[src/homing_pkg.sv]
package homing_pkg;

  // ----------------------------------------------------------------
  // Timing
  // ----------------------------------------------------------------
  localparam int unsigned CLK_PERIOD_NS = 4;
  localparam int unsigned MS_NS         = 1000000;
  localparam int unsigned CYCLES_PER_MS = MS_NS / CLK_PERIOD_NS;

  // ----------------------------------------------------------------
  // Register map (word index)
  // ----------------------------------------------------------------
  localparam logic [3:0] A_CTRL       = 4'h0;
  localparam logic [3:0] A_METHOD     = 4'h1;
  localparam logic [3:0] A_SW_SPEED   = 4'h2;
  localparam logic [3:0] A_ZERO_SPEED = 4'h3;
  localparam logic [3:0] A_TORQUE_LIM = 4'h4;
  localparam logic [3:0] A_DWELL_MS   = 4'h5;
  localparam logic [3:0] A_STATUS     = 4'h6;
  localparam logic [3:0] A_HOME_POS   = 4'h7;

  localparam int unsigned CTRL_START = 0;
  localparam int unsigned ST_BUSY    = 0;
  localparam int unsigned ST_DONE    = 1;
  localparam int unsigned ST_ERR     = 2;
  localparam int unsigned ST_STATE   = 4;

  localparam logic [7:0]  METHOD_RST = 8'h23;
  localparam logic [31:0] WORD_RST   = 32'h0;
  localparam logic [15:0] HALF_RST   = 16'h0;

  // ----------------------------------------------------------------
  // Method codes (two's complement)
  // ----------------------------------------------------------------
  localparam logic [7:0] M11  = 8'h0b;
  localparam logic [7:0] M12  = 8'h0c;
  localparam logic [7:0] M13  = 8'h0d;
  localparam logic [7:0] M14  = 8'h0e;
  localparam logic [7:0] M24  = 8'h18;
  localparam logic [7:0] M28  = 8'h1c;
  localparam logic [7:0] M33  = 8'h21;
  localparam logic [7:0] M34  = 8'h22;
  localparam logic [7:0] M35  = 8'h23;
  localparam logic [7:0] MN1  = 8'hff;
  localparam logic [7:0] MN2  = 8'hfe;
  localparam logic [7:0] MN3  = 8'hfd;
  localparam logic [7:0] MN4  = 8'hfc;
  localparam logic [7:0] MN5  = 8'hfb;
  localparam logic [7:0] MN6  = 8'hfa;

  // ----------------------------------------------------------------
  // Sequencer states
  // ----------------------------------------------------------------
  typedef enum logic [3:0] {
    S_IDLE     = 4'h0,
    S_SEARCH   = 4'h1,
    S_ZERO     = 4'h3,
    S_FINISH   = 4'h2,
    S_LIM_STOP = 4'h5,
    S_BACK     = 4'h7,
    S_FAIL     = 4'h8
  } state_t;

endpackage : homing_pkg

[src/stop_if.sv]
`timescale 1ns/1ps
`default_nettype none
interface stop_if;
  logic        arm;
  logic [15:0] torque;
  logic [15:0] limit;
  logic [15:0] dwell_ms;
  logic        hit;
  modport seq (output arm, output torque, output limit, output dwell_ms, input hit);
  modport det (input arm, input torque, input limit, input dwell_ms, output hit);
endinterface : stop_if
`default_nettype wire

[src/stopper_detect.sv]
`timescale 1ns/1ps
`default_nettype none
module stopper_detect
  import homing_pkg::*;
#(
  parameter int unsigned CYC_PER_MS = CYCLES_PER_MS
) (
  input wire logic clk,
  input wire logic rst_n,
  stop_if.det      sif
);

  localparam int unsigned     PW       = $clog2(CYC_PER_MS + 1);
  localparam logic [PW-1:0]   PRE_LAST = PW'(CYC_PER_MS - 1);
  localparam logic [15:0]     MS_MAX   = 16'hffff;

  logic [PW-1:0] pre_ff;
  logic [15:0]   ms_ff;
  logic          fired_ff;
  logic          hit_ff;
  logic          contact;

  assign contact = sif.arm && (sif.torque >= sif.limit);

  // ----------------------------------------------------------------
  // Dwell timing while the torque stays at the limit.
  // ----------------------------------------------------------------
  always_ff @(posedge clk) begin
    if (!rst_n || !contact) begin
      pre_ff <= '0;
    end else if (pre_ff == PRE_LAST) begin
      pre_ff <= '0;
    end else begin
      pre_ff <= pre_ff + 1'b1;
    end
  end

  always_ff @(posedge clk) begin
    if (!rst_n || !contact) begin
      ms_ff <= HALF_RST;
    end else if (pre_ff == PRE_LAST && ms_ff != MS_MAX) begin
      ms_ff <= ms_ff + 16'h1;
    end
  end

  always_ff @(posedge clk) begin
    if (!rst_n || !contact) begin
      hit_ff   <= 1'b0;
      fired_ff <= 1'b0;
    end else begin
      hit_ff   <= !fired_ff && (ms_ff >= sif.dwell_ms);
      fired_ff <= fired_ff || (ms_ff >= sif.dwell_ms);
    end
  end

  assign sif.hit = hit_ff;
endmodule : stopper_detect
`default_nettype wire

[src/homing_sequencer.sv]
`timescale 1ns/1ps
`default_nettype none
module homing_sequencer
  import homing_pkg::*;
#(
  parameter int unsigned CYC_PER_MS = CYCLES_PER_MS
) (
  input  wire logic        clk,
  input  wire logic        rst_n,
  input  wire logic [3:0]  reg_addr,
  input  wire logic [31:0] reg_wdata,
  input  wire logic        reg_wr,
  input  wire logic        reg_rd,
  output var  logic [31:0] reg_rdata_ff,
  input  wire logic        home_sw,
  input  wire logic        neg_limit,
  input  wire logic        pos_limit,
  input  wire logic        index_pulse,
  input  wire logic [15:0] torque,
  input  wire logic [31:0] enc_pos,
  input  wire logic        motor_stopped,
  output var  logic [31:0] speed_cmd_ff,
  output var  logic        dir_ccw_ff,
  output var  logic        drive_en_ff
);

  // ----------------------------------------------------------------
  // Method decoding
  // ----------------------------------------------------------------
  function automatic logic is_switch_index(input logic [7:0] m);
    return (m == M11) || (m == M12) || (m == M13) || (m == M14);
  endfunction : is_switch_index

  function automatic logic is_switch_edge(input logic [7:0] m);
    return (m == M24) || (m == M28);
  endfunction : is_switch_edge

  function automatic logic is_switch_only(input logic [7:0] m);
    return (m == MN5) || (m == MN6);
  endfunction : is_switch_only

  function automatic logic is_stopper(input logic [7:0] m);
    return (m == MN1) || (m == MN2) || (m == MN3) || (m == MN4);
  endfunction : is_stopper

  function automatic logic is_stopper_index(input logic [7:0] m);
    return (m == MN1) || (m == MN2);
  endfunction : is_stopper_index

  function automatic logic starts_ccw(input logic [7:0] m);
    return (m == M24) || (m == M34) || (m == MN2) || (m == MN4) || (m == MN6);
  endfunction : starts_ccw

  function automatic logic sw_inverted(input logic [7:0] m);
    return (m == M11) || (m == M13);
  endfunction : sw_inverted

  // ----------------------------------------------------------------
  // Declarations
  // ----------------------------------------------------------------
  logic [7:0]  method_ff;
  logic [31:0] sw_speed_ff;
  logic [31:0] zero_speed_ff;
  logic [15:0] torque_lim_ff;
  logic [15:0] dwell_ff;
  logic [31:0] home_pos_ff;
  logic        done_ff;
  logic        error_ff;
  logic        sw_prev_ff;
  state_t      state_ff;
  state_t      nxt_state;
  logic [31:0] nxt_speed;
  logic        nxt_dir;
  logic        capture;
  logic        set_done;
  logic        set_err;
  logic        start;
  logic        sw;
  logic        sw_rise;
  logic        sw_fall;
  logic        lim_hit;
  logic        stop_hit;
  logic [31:0] status;

  stop_if sif ();

  stopper_detect #(.CYC_PER_MS(CYC_PER_MS)) u_stop (
    .clk   (clk),
    .rst_n (rst_n),
    .sif   (sif)
  );

  assign sif.arm      = (state_ff == S_SEARCH) && is_stopper(method_ff);
  assign sif.torque   = torque;
  assign sif.limit    = torque_lim_ff;
  assign sif.dwell_ms = dwell_ff;
  assign stop_hit     = sif.hit;

  // ----------------------------------------------------------------
  // Input qualification
  // ----------------------------------------------------------------
  assign start   = reg_wr && (reg_addr == A_CTRL) && reg_wdata[CTRL_START]
                   && (state_ff == S_IDLE);
  assign sw      = home_sw ^ sw_inverted(method_ff);
  assign sw_rise = sw && !sw_prev_ff;
  assign sw_fall = !sw && sw_prev_ff;
  assign lim_hit = dir_ccw_ff ? pos_limit : neg_limit;

  always_ff @(posedge clk) begin
    if (!rst_n) begin
      sw_prev_ff <= 1'b0;
    end else begin
      sw_prev_ff <= sw;
    end
  end

  // ----------------------------------------------------------------
  // Sequencer
  // ----------------------------------------------------------------
  always_comb begin
    nxt_state = state_ff;
    nxt_speed = speed_cmd_ff;
    nxt_dir   = dir_ccw_ff;
    capture   = 1'b0;
    set_done  = 1'b0;
    set_err   = 1'b0;
    unique case (state_ff)
      S_IDLE: begin
        nxt_speed = WORD_RST;
        if (start) begin
          nxt_dir = starts_ccw(method_ff);
          if (method_ff == M35) begin
            capture  = 1'b1;
            set_done = 1'b1;
          end else if (method_ff == M33 || method_ff == M34) begin
            nxt_state = S_ZERO;
            nxt_speed = zero_speed_ff;
          end else if (is_switch_index(method_ff) || is_switch_edge(method_ff)
                       || is_switch_only(method_ff) || is_stopper(method_ff)) begin
            nxt_state = S_SEARCH;
            nxt_speed = sw_speed_ff;
          end else begin
            set_err = 1'b1;
          end
        end
      end
      S_SEARCH: begin
        if (is_stopper(method_ff)) begin
          if (stop_hit && is_stopper_index(method_ff)) begin
            nxt_state = S_ZERO;
            nxt_dir   = !dir_ccw_ff;
            nxt_speed = zero_speed_ff;
          end else if (stop_hit) begin
            capture   = 1'b1;
            nxt_state = S_FINISH;
            nxt_speed = WORD_RST;
          end
        end else if (lim_hit && is_switch_only(method_ff)) begin
          nxt_state = S_FAIL;
          nxt_speed = WORD_RST;
          set_err   = 1'b1;
        end else if (lim_hit) begin
          nxt_state = S_LIM_STOP;
          nxt_speed = WORD_RST;
        end else if (sw_fall && is_switch_index(method_ff)) begin
          nxt_state = S_ZERO;
          nxt_speed = zero_speed_ff;
        end else if (sw_rise && !is_switch_index(method_ff)) begin
          capture   = 1'b1;
          nxt_state = S_FINISH;
          nxt_speed = WORD_RST;
        end
      end
      S_LIM_STOP: begin
        nxt_speed = WORD_RST;
        if (motor_stopped) begin
          nxt_state = S_BACK;
          nxt_dir   = !dir_ccw_ff;
          nxt_speed = sw_speed_ff;
        end
      end
      S_BACK: begin
        if (lim_hit) begin
          nxt_state = S_FAIL;
          nxt_speed = WORD_RST;
          set_err   = 1'b1;
        end else if (sw_rise && is_switch_index(method_ff)) begin
          nxt_state = S_ZERO;
          nxt_dir   = !dir_ccw_ff;
          nxt_speed = zero_speed_ff;
        end else if (sw_rise) begin
          capture   = 1'b1;
          nxt_state = S_FINISH;
          nxt_speed = WORD_RST;
        end
      end
      S_ZERO: begin
        if (lim_hit) begin
          nxt_state = S_FAIL;
          nxt_speed = WORD_RST;
          set_err   = 1'b1;
        end else if (index_pulse) begin
          capture   = 1'b1;
          nxt_state = S_FINISH;
          nxt_speed = WORD_RST;
        end
      end
      S_FINISH: begin
        nxt_speed = WORD_RST;
        if (motor_stopped) begin
          nxt_state = S_IDLE;
          set_done  = 1'b1;
        end
      end
      S_FAIL: begin
        nxt_speed = WORD_RST;
        if (motor_stopped) begin
          nxt_state = S_IDLE;
        end
      end
      default: begin
        nxt_state = S_IDLE;
        nxt_speed = WORD_RST;
      end
    endcase
  end

  always_ff @(posedge clk) begin
    if (!rst_n) begin
      state_ff     <= S_IDLE;
      speed_cmd_ff <= WORD_RST;
      dir_ccw_ff   <= 1'b0;
      drive_en_ff  <= 1'b0;
    end else begin
      state_ff     <= nxt_state;
      speed_cmd_ff <= nxt_speed;
      dir_ccw_ff   <= nxt_dir;
      drive_en_ff  <= (nxt_state != S_IDLE);
    end
  end

  always_ff @(posedge clk) begin
    if (!rst_n) begin
      home_pos_ff <= WORD_RST;
    end else if (capture) begin
      home_pos_ff <= enc_pos;
    end
  end

  // ----------------------------------------------------------------
  // Completion flags: a set wins over the clear from a new start.
  // ----------------------------------------------------------------
  always_ff @(posedge clk) begin
    if (!rst_n) begin
      done_ff  <= 1'b0;
      error_ff <= 1'b0;
    end else begin
      done_ff  <= set_done || (done_ff && !start);
      error_ff <= set_err || (error_ff && !start);
    end
  end

  // ----------------------------------------------------------------
  // Register port
  // ----------------------------------------------------------------
  always_ff @(posedge clk) begin
    if (!rst_n) begin
      method_ff     <= METHOD_RST;
      sw_speed_ff   <= WORD_RST;
      zero_speed_ff <= WORD_RST;
      torque_lim_ff <= HALF_RST;
      dwell_ff      <= HALF_RST;
    end else if (reg_wr) begin
      unique case (reg_addr)
        A_METHOD:     method_ff     <= reg_wdata[7:0];
        A_SW_SPEED:   sw_speed_ff   <= reg_wdata;
        A_ZERO_SPEED: zero_speed_ff <= reg_wdata;
        A_TORQUE_LIM: torque_lim_ff <= reg_wdata[15:0];
        A_DWELL_MS:   dwell_ff      <= reg_wdata[15:0];
        default: begin
        end
      endcase
    end
  end

  always_comb begin
    status = WORD_RST;
    status[ST_BUSY] = (state_ff != S_IDLE);
    status[ST_DONE] = done_ff;
    status[ST_ERR]  = error_ff;
    status[ST_STATE +: 4] = state_ff;
  end

  always_ff @(posedge clk) begin
    if (!rst_n || !reg_rd) begin
      reg_rdata_ff <= WORD_RST;
    end else begin
      unique case (reg_addr)
        A_METHOD:     reg_rdata_ff <= {24'h0, method_ff};
        A_SW_SPEED:   reg_rdata_ff <= sw_speed_ff;
        A_ZERO_SPEED: reg_rdata_ff <= zero_speed_ff;
        A_TORQUE_LIM: reg_rdata_ff <= {16'h0, torque_lim_ff};
        A_DWELL_MS:   reg_rdata_ff <= {16'h0, dwell_ff};
        A_STATUS:     reg_rdata_ff <= status;
        A_HOME_POS:   reg_rdata_ff <= home_pos_ff;
        default:      reg_rdata_ff <= WORD_RST;
      endcase
    end
  end
endmodule : homing_sequencer
`default_nettype wire

[config.mk]
export PLATFORM = sky130hd
export DESIGN_NAME = homing_sequencer
export DESIGN_NICKNAME = d
export VERILOG_FILES = /design/src/homing_pkg.sv /design/src/stop_if.sv /design/src/stopper_detect.sv /design/src/homing_sequencer.sv
export SDC_FILE = /design/constraint.sdc
export NUM_CORES = 1
export LEC_CHECK = 0
export ABC_AREA = 0
export BUFFER_PORTS_ARGS = -buffer_cell sky130_fd_sc_hd__buf_2
export CORE_AREA = 2 2 170 172
export CTS_CLUSTER_SIZE = 28
export DETAILED_ROUTE_END_ITERATION = 12
export DIE_AREA = 0 0 172 174
export PLACE_DENSITY = 0.54
export SETUP_SLACK_MARGIN = 0.1
export SYNTH_ARGS = -nofsm -noshare
export SYNTH_HDL_FRONTEND = slang
export SYNTH_SLANG_ARGS = --single-unit
[constraint.sdc]
create_clock -name clk -period 2.7 [get_ports clk]
set_input_delay 0.54 -clock clk [delete_from_list [all_inputs] [get_ports clk]]
set_output_delay 0.54 -clock clk [all_outputs]
set_load 0.03 [all_outputs]
==> results of run 1 <==
## synth_stat cells (23+ instances only)
master	instances
clkbuf_1	81
nand3_1	45
a22oi_1	51
nor3_1	30
ha_1	34
mux2i_1	34
a221o_1	32
nor2_1	60
a21oi_1	137
nand2_1	238
nor4_1	23
inv_1	48
a21boi_0	33
dfxtp_1	245
## cell type report
class / count / area [um2] / share of cell area [%]
multi-input combinational: 913 / 5610 / 41.4
sequential: 245 / 4910 / 36.2
timing repair buffer: 223 / 1380 / 10.2
clock buffer: 37 / 816 / 6.02
tap: 384 / 480 / 3.55
inverter: 48 / 183 / 1.35
clock inverter: 14 / 178 / 1.31
## registers in the layout (all words and copies together), names as in the netlist, 18 cells and up
register,count
u_stop.pre_ff,18
reg_rdata_ff,32
speed_cmd_ff,32
sw_speed_ff,32
home_pos_ff,32
zero_speed_ff,32
## logic make-up (layout without fill, tap and decap cells)
kind of cell | Yosys count | after routing | share of synthesized area [%]
simple gates | 474 | 474 | 19.9
compound gates | 338 | 338 | 20.8
flops | 245 | 245 | 44.5
buf+inv | 141 | 322 | 5.16
mux | 35 | 35 | 3.19
fa+ha+maj | 34 | 34 | 3.86
xor+xnor | 32 | 32 | 2.54
## worst register-to-register path: cells and delay by family (launching register included)
| family | cells | cell delay, ns |
|---|---|---|
| AND/OR/NAND/NOR | 1 | 0.14 |
| AO/OA/AOI/OAI | 4 | 1.11 |
| flip-flops | 1 | 0.64 |
| XOR/XNOR | 1 | 0.32 |
| buffers and inverters | 1 | 0.17 |
## report_power, final
part / switching, mW / internal, mW / leakage [nW]
registers: 0.0256 / 3.64 / 1.98
logic: 0.247 / 0.138 / 2.71
clock network: 1.54 / 2.50 / 0.499
## routing by layer
metal  part of all wire [%]  vias to the layer above
met2                     46                      305
met4                    1.9                        0
met1                     46                     4691
met3                    6.7                       45
li1                       -                     4986
met5                      0                        -
## path summary, 6_finish.rpt
check	cells after the start	from	slack, ns	end
setup / recovery	7	method_ff[1]$_SDFFE_PN1P_	0.22	speed_cmd_ff[0]$_SDFFE_PN0P_
hold / removal	3	enc_pos[18]	0.24	home_pos_ff[18]$_SDFFE_PN0P_
setup reg to reg	7	method_ff[1]$_SDFFE_PN1P_	0.22	speed_cmd_ff[0]$_SDFFE_PN0P_
hold reg to reg	1	u_stop.fired_ff$_SDFF_PP0_	0.44	u_stop.sif.hit$_SDFF_PP0_
## timing repair
item                       4_1_cts  5_1_grt
setup endpoints to repair        0       31
gates resized for setup          0        4
hold endpoints to repair         0        0
==> tab_implementation.tex, run 1 <==
\begin{tabular}{lr}
\hline
Metric & Value \\
\hline
\multicolumn{2}{l}{\textbf{Critical path}} \\
Family with the most delay on the worst path & compound AO/OA/AOI/OAI gates \\
Setup crit end kind & flop \\
Worst Path Buf+Inv & 1 \\
Delay contributed by the slowest stage of the critical path & 0.64 ns \\
Largest driver fanout on the critical path & 14 \\
Category of the most critical setup path & reg -> reg \\
Arrival time at the worst endpoint & 2.90 ns \\
Cell chain of the critical path & xor2\_1 -> a21boi\_0 -> o211ai\_1 -> nor3\_1 -> o31a\_4 -> buf\_4 -> a221o\_1 \\
Critical-path top delay cell & dfxtp\_1 \\
Critical path launch point type & flop \\
Required time reported for the critical path endpoint & 3.12 ns \\
\multicolumn{2}{l}{\textbf{Clock network}} \\
TritonCTS clock tree & done \\
Sinks on Clock Net & 245 \\
Number of hold buffers added after cts & 0 \\
Largest buffer count on any clock path & 3 \\
Clock-pin slew reported for the worst setup and hold paths after clock tree synthesis & 0.06 ns \\
CTS root buf & clkbuf\_16 \\
Number of H-tree levels & 1 \\
Clk\_lat worst skew & 0.54 ns \\
Post-CTS setup buffer count & 0 \\
Number of buffers created by CTS & 28 \\
\multicolumn{2}{l}{\textbf{Hold path}} \\
Hold Path Class & in -> reg \\
\multicolumn{2}{l}{\textbf{Cells and area}} \\
Final Net Count & 1,586 \\
Post-route cell area & 13,600 um2 \\
Filler-free cell count of the finished design & 1,864 \\
Final-layout fill cell count & 2,868 \\
Fraction of final layout cells with drive strength greater than 1 & 20.1\% \\
Area Overhead vs Synth & 22.9\% \\
Commonest non-fill, non-tap cell in the layout & dfxtp\_1 \\
Total inserted antenna cells & 0 \\
Final core utilization & 48.0\% \\
Top library cells by usage in the layout, fill and taps aside & 243 x dfxtp\_1, 238 x nand2\_1, 158 x buf\_2 \\
\multicolumn{2}{l}{\textbf{Yosys}} \\
Cell types occupying the most area after synthesis & dfxtp\_1 44\%, nand2\_1 8.1\%, a21oi\_1 6.2\% \\
Number of synthesized flops with an enable pin & 0 \\
Number of synthesized register bits & 245 \\
Unique masters post-synth & 72 \\
Post-Synthesis Cells & 1,299 \\
Yosys warning total & 0 \\
Number of nets in the synthesized netlist & 1,426 \\
Async set or reset register ratio after synthesis & 0\% \\
Leading area contributor after synthesis & dfxtp\_1 \\
Top flip-flop cell by instance count after synthesis & dfxtp\_1 \\
Post-synth design cell area & 11,000 um2 \\
Post-Synthesis Mean Instance Area & 8.49 um2 \\
Sequential share of the synthesized area & 44.5\% \\
Post-synth top area share & 44.5\% \\
\multicolumn{2}{l}{\textbf{Timing}} \\
Max-slew violation count & 0 \\
Setup Total Neg Slack & 0 ns \\
Setup repair after global routing missed its margin & false \\
Post-layout minimum cycle time & 2.48 ns \\
Measured slew at the worst slew-check pin & 1.11 ns \\
WHS & 0.239 ns \\
Worst path setup slack after routing & 0.218 ns \\
Maximum clock skew at final layout & 0.00929 ns \\
Hold Fails Final Rpt & 0 \\
Share of the cycle needed by the critical path after routing & 91.9\% \\
Worst slew slack as a fraction of its limit & 26.0\% \\
Setup violators final & 0 \\
Timing-limited maximum frequency & 403 MHz \\
\multicolumn{2}{l}{\textbf{Power}} \\
Cell Pwr Density & 597 nW/um2 \\
Pleak & 5.18 nW \\
IR Drop Worst-Case VDD & 466 uV \\
Total design power & 8.09 mW \\
\multicolumn{2}{l}{\textbf{Global routing}} \\
Global Route met3 Usage & 4.03\% \\
Met2 Track Usage GR & 36.3\% \\
Global-route usage over all layers & 22.6\% \\
Busiest grt layer & met2 \\
Number of antenna violations at the first check in global routing & 0 \\
Grt ovf & 0 \\
Vias in the first global route & 9,605 \\
Pin count of the biggest net entering global routing & 98 \\
Met1 layer usage reported by global route & 31.4\% \\
Wire length of the first global-routing pass & 53.6 mm \\
\multicolumn{2}{l}{\textbf{Run}} \\
Max\_cap viols & 0 \\
\multicolumn{2}{l}{\textbf{Floorplan}} \\
Die width & 172 um \\
Die span in y & 174 um \\
Number of primary I/O pins & 159 \\
\# rows & 62 \\
Initial Utilization & 39.1\% \\
Core footprint & 28,200 um2 \\
Total Die Area & 29,900 um2 \\
\multicolumn{2}{l}{\textbf{Placement}} \\
Final estimated routing congestion in global placement & 0.900 \\
Post-DP HPWL & 24.4 mm \\
I/O Buffers & 158 \\
Cell count after placement & 1,813 \\
Area of placed instances & 12,500 um2 \\
Setup Slack @ Placement & -0.0149 ns \\
\multicolumn{2}{l}{\textbf{Routing}} \\
Vias after detailed routing & 10,000 \\
Via density & 5.38 \\
Detail Route Antenna Nets & 0 \\
Detailed-route wire length & 34.3 mm \\
DRC violation count after routing & 0 \\
Routed wirelength normalized by instance count & 18.4 um \\
Detailed Routing Iterations Pass 1 & 6 \\
DRC marker count from the first detailed-route iteration & 913 \\
\multicolumn{2}{l}{\textbf{Run status}} \\
Outcome & complete, no violations \\
\hline
\end{tabular}
Power figures use the tool's default switching activity.
==> run 2: changes to the inputs <==
--- a/config.mk
+++ b/config.mk
@@ -7,11 +7,11 @@
 export LEC_CHECK = 0
 export ABC_AREA = 0
 export BUFFER_PORTS_ARGS = -buffer_cell sky130_fd_sc_hd__buf_2
-export CORE_AREA = 2 2 170 172
+export CORE_AREA = 2 2 181 183
 export CTS_CLUSTER_SIZE = 28
 export DETAILED_ROUTE_END_ITERATION = 12
-export DIE_AREA = 0 0 172 174
-export PLACE_DENSITY = 0.54
+export DIE_AREA = 0 0 183 185
+export PLACE_DENSITY = 0.49
 export SETUP_SLACK_MARGIN = 0.1
 export SYNTH_ARGS = -nofsm -noshare
 export SYNTH_HDL_FRONTEND = slang
==> tab_implementation.tex, run 2 (synthesized netlist as in run 1, its figures left out) <==
\begin{tabular}{lr}
\hline
Metric & Value \\
\hline
\multicolumn{2}{l}{\textbf{Timing}} \\
Maximum clock skew at final layout & 0.00774 ns \\
Worst slew slack as a fraction of its limit & 37.8\% \\
Hold Fails Final Rpt & 0 \\
Setup violators final & 0 \\
Setup repair after global routing missed its margin & false \\
Timing-limited maximum frequency & 401 MHz \\
Post-layout minimum cycle time & 2.50 ns \\
WHS & 0.220 ns \\
Max-slew violation count & 0 \\
Share of the cycle needed by the critical path after routing & 92.5\% \\
Setup Total Neg Slack & 0 ns \\
Measured slew at the worst slew-check pin & 0.933 ns \\
\multicolumn{2}{l}{\textbf{Clock network}} \\
Number of buffers created by CTS & 27 \\
Clock-pin slew reported for the worst setup and hold paths after clock tree synthesis & 0.06 ns \\
TritonCTS clock tree & done \\
Largest buffer count on any clock path & 3 \\
CTS root buf & clkbuf\_16 \\
Number of H-tree levels & 1 \\
Sinks on Clock Net & 245 \\
Clk\_lat worst skew & 0.55 ns \\
\multicolumn{2}{l}{\textbf{Routing}} \\
DRC marker count from the first detailed-route iteration & 732 \\
Detailed Routing Iterations Pass 1 & 4 \\
Detailed-route wire length & 36.7 mm \\
Detail Route Antenna Nets & 0 \\
Via density & 5.39 \\
Routed wirelength normalized by instance count & 19.4 um \\
DRC violation count after routing & 0 \\
Vias after detailed routing & 10,200 \\
\multicolumn{2}{l}{\textbf{Global routing}} \\
Number of antenna violations at the first check in global routing & 1 \\
Vias in the first global route & 9,726 \\
Global-route usage over all layers & 21.4\% \\
Grt ovf & 0 \\
Wire length of the first global-routing pass & 57.1 mm \\
Pin count of the biggest net entering global routing & 83 \\
\multicolumn{2}{l}{\textbf{Floorplan}} \\
Die span in y & 185 um \\
Initial Utilization & 34.4\% \\
Die width & 183 um \\
Number of primary I/O pins & 159 \\
\# rows & 66 \\
Core footprint & 32,000 um2 \\
Total Die Area & 33,900 um2 \\
\multicolumn{2}{l}{\textbf{Power}} \\
Cell Pwr Density & 593 nW/um2 \\
Pleak & 5.21 nW \\
IR Drop Worst-Case VDD & 420 uV \\
\multicolumn{2}{l}{\textbf{Cells and area}} \\
Final Net Count & 1,592 \\
Commonest non-fill, non-tap cell in the layout & dfxtp\_1 \\
Fraction of final layout cells with drive strength greater than 1 & 20.5\% \\
Final core utilization & 42.5\% \\
Top library cells by usage in the layout, fill and taps aside & 244 x dfxtp\_1, 238 x nand2\_1, 158 x buf\_2 \\
Total inserted antenna cells & 0 \\
Area Overhead vs Synth & 23.5\% \\
Post-route cell area & 13,600 um2 \\
\multicolumn{2}{l}{\textbf{Critical path}} \\
Required time reported for the critical path endpoint & 3.10 ns \\
Setup crit end kind & flop \\
End of the worst register-to-register path & home\_pos\_ff[13]\$\_SDFFE\_PN0P\_ \\
Worst Path Buf+Inv & 4 \\
Largest driver fanout on the critical path & 15 \\
Delay contributed by the slowest stage of the critical path & 0.45 ns \\
Most common cell type on the critical path & buf\_4 \\
Critical-path top delay cell & a2111oi\_2 \\
Cell chain of the critical path & buf\_4 -> nor4b\_2 -> o21ai\_0 -> a2111oi\_2 -> buf\_4 -> a311oi\_4 -> buf\_4 -> buf\_12 -> mux2i\_1 -> nor2\_1 \\
Critical path launch point type & flop \\
Family with the most delay on the worst path & buffers and inverters \\
Category of the most critical setup path & reg -> reg \\
Worst reg-to-reg path cell count & 10 \\
Minimum setup slack among reg-to-reg paths & 0.20 ns \\
Arrival time at the worst endpoint & 2.89 ns \\
Reg2reg start & state\_ff[3]\$\_SDFF\_PN0\_ \\
Number of logic stages on the critical path including buffering & 10 \\
\multicolumn{2}{l}{\textbf{Run status}} \\
Outcome & complete, no violations \\
\multicolumn{2}{l}{\textbf{Placement}} \\
Post-DP HPWL & 26.0 mm \\
Final estimated routing congestion in global placement & 0.871 \\
I/O Buffers & 158 \\
Area of placed instances & 12,600 um2 \\
\multicolumn{2}{l}{\textbf{Hold path}} \\
Destination of the worst hold path & home\_pos\_ff[31]\$\_SDFFE\_PN0P\_ \\
Hold wc startpoint & enc\_pos[31] \\
Hold Path Class & in -> reg \\
Number of cells traversed by the worst hold path & 3 \\
\multicolumn{2}{l}{\textbf{Run}} \\
Max\_cap viols & 0 \\
\hline
\end{tabular}
-- run 2: cell types whose count changed in the layout (fill, tap and decap cells not counted), moves of 2 or more --
| cell | change |
|---|---|
| clkbuf_1 | -2 |
| clkbuf_16 | -2 |
| clkinvlp_4 | +2 |
| buf_4 | +8 |
-- run 2: how the worst max path moves through the flow --
stage / start / endpoint / slack (ns)
2_1_floorplan: reg_addr[3] / speed_cmd_ff[10]$_SDFFE_PN0P_ / 0.20
3_3_place_gp: reg_addr[3] / home_pos_ff[12]$_SDFFE_PN0P_ / 0.004
3_5_place_dp: reg_addr[3] / speed_cmd_ff[26]$_SDFFE_PN0P_ / -0.03
4_1_cts: state_ff[0]$_SDFF_PN0_ / home_pos_ff[13]$_SDFFE_PN0P_ / 0.10
5_1_grt: method_ff[1]$_SDFFE_PN1P_ / speed_cmd_ff[24]$_SDFFE_PN0P_ / 0.10
6_report: state_ff[3]$_SDFF_PN0_ / home_pos_ff[13]$_SDFFE_PN0P_ / 0.20
-- run 2: metal layers --
layer	part of all wire (%)	up-vias	GRT usage (%)
met5	0.035	-	0
met4	1.6	2	4.32
met3	6.1	39	3.44
met2	44	313	33.8
met1	48	4857	30.8
li1	-	4987	-
-- run 2: worst register-to-register path, stage by stage, from the launching register on --
cell and delay, ns:
dfxtp_1 0.38, buf_4 0.19, nor4b_2 0.27, o21ai_0 0.22, a2111oi_2 0.45, buf_4 0.19
a311oi_4 0.04, buf_4 0.18, buf_12 0.16, mux2i_1 0.19, nor2_1 0.06
-- run 2: power breakdown --
| group | switching [mW] | internal, mW | total, mW |
|---|---|---|---|
| Sequential | 0.0248 | 3.64 | 3.66 |
| Clock | 1.57 | 2.45 | 4.02 |
| Combinational | 0.254 | 0.141 | 0.396 |
| Total | 1.85 | 6.23 | 8.08 |
-- run 2: repair_timing --
item,CTS,global route
hold buffers,0,0
resized for setup,0,5
endpoints found under the setup margin,0,60
buffers inserted,0,2
-- run 2: cell type report --
class | count | area [um2]
Multi-Input combinational cell | 913 | 5620
Inverter | 48 | 183
Tap cell | 408 | 510
Clock buffer | 32 | 744
Fill cell | 3243 | 18400
Timing Repair Buffer | 230 | 1430
Sequential cell | 245 | 4910
Clock inverter | 17 | 230
-- run 2: stage by stage --
step / setup slack (ns) / power, mW / cells
final: 0.204 / 8.08 / 1893
after global routing: 0.101 / 8.38 / 1893
after CTS: 0.101 / 8.16 / 1891
after detailed placement: -0.0258 / 4.14 / 1842
after global placement: 0.00381 / 4.14 / 1842
after floorplan: 0.203 / 3.92 / 1299
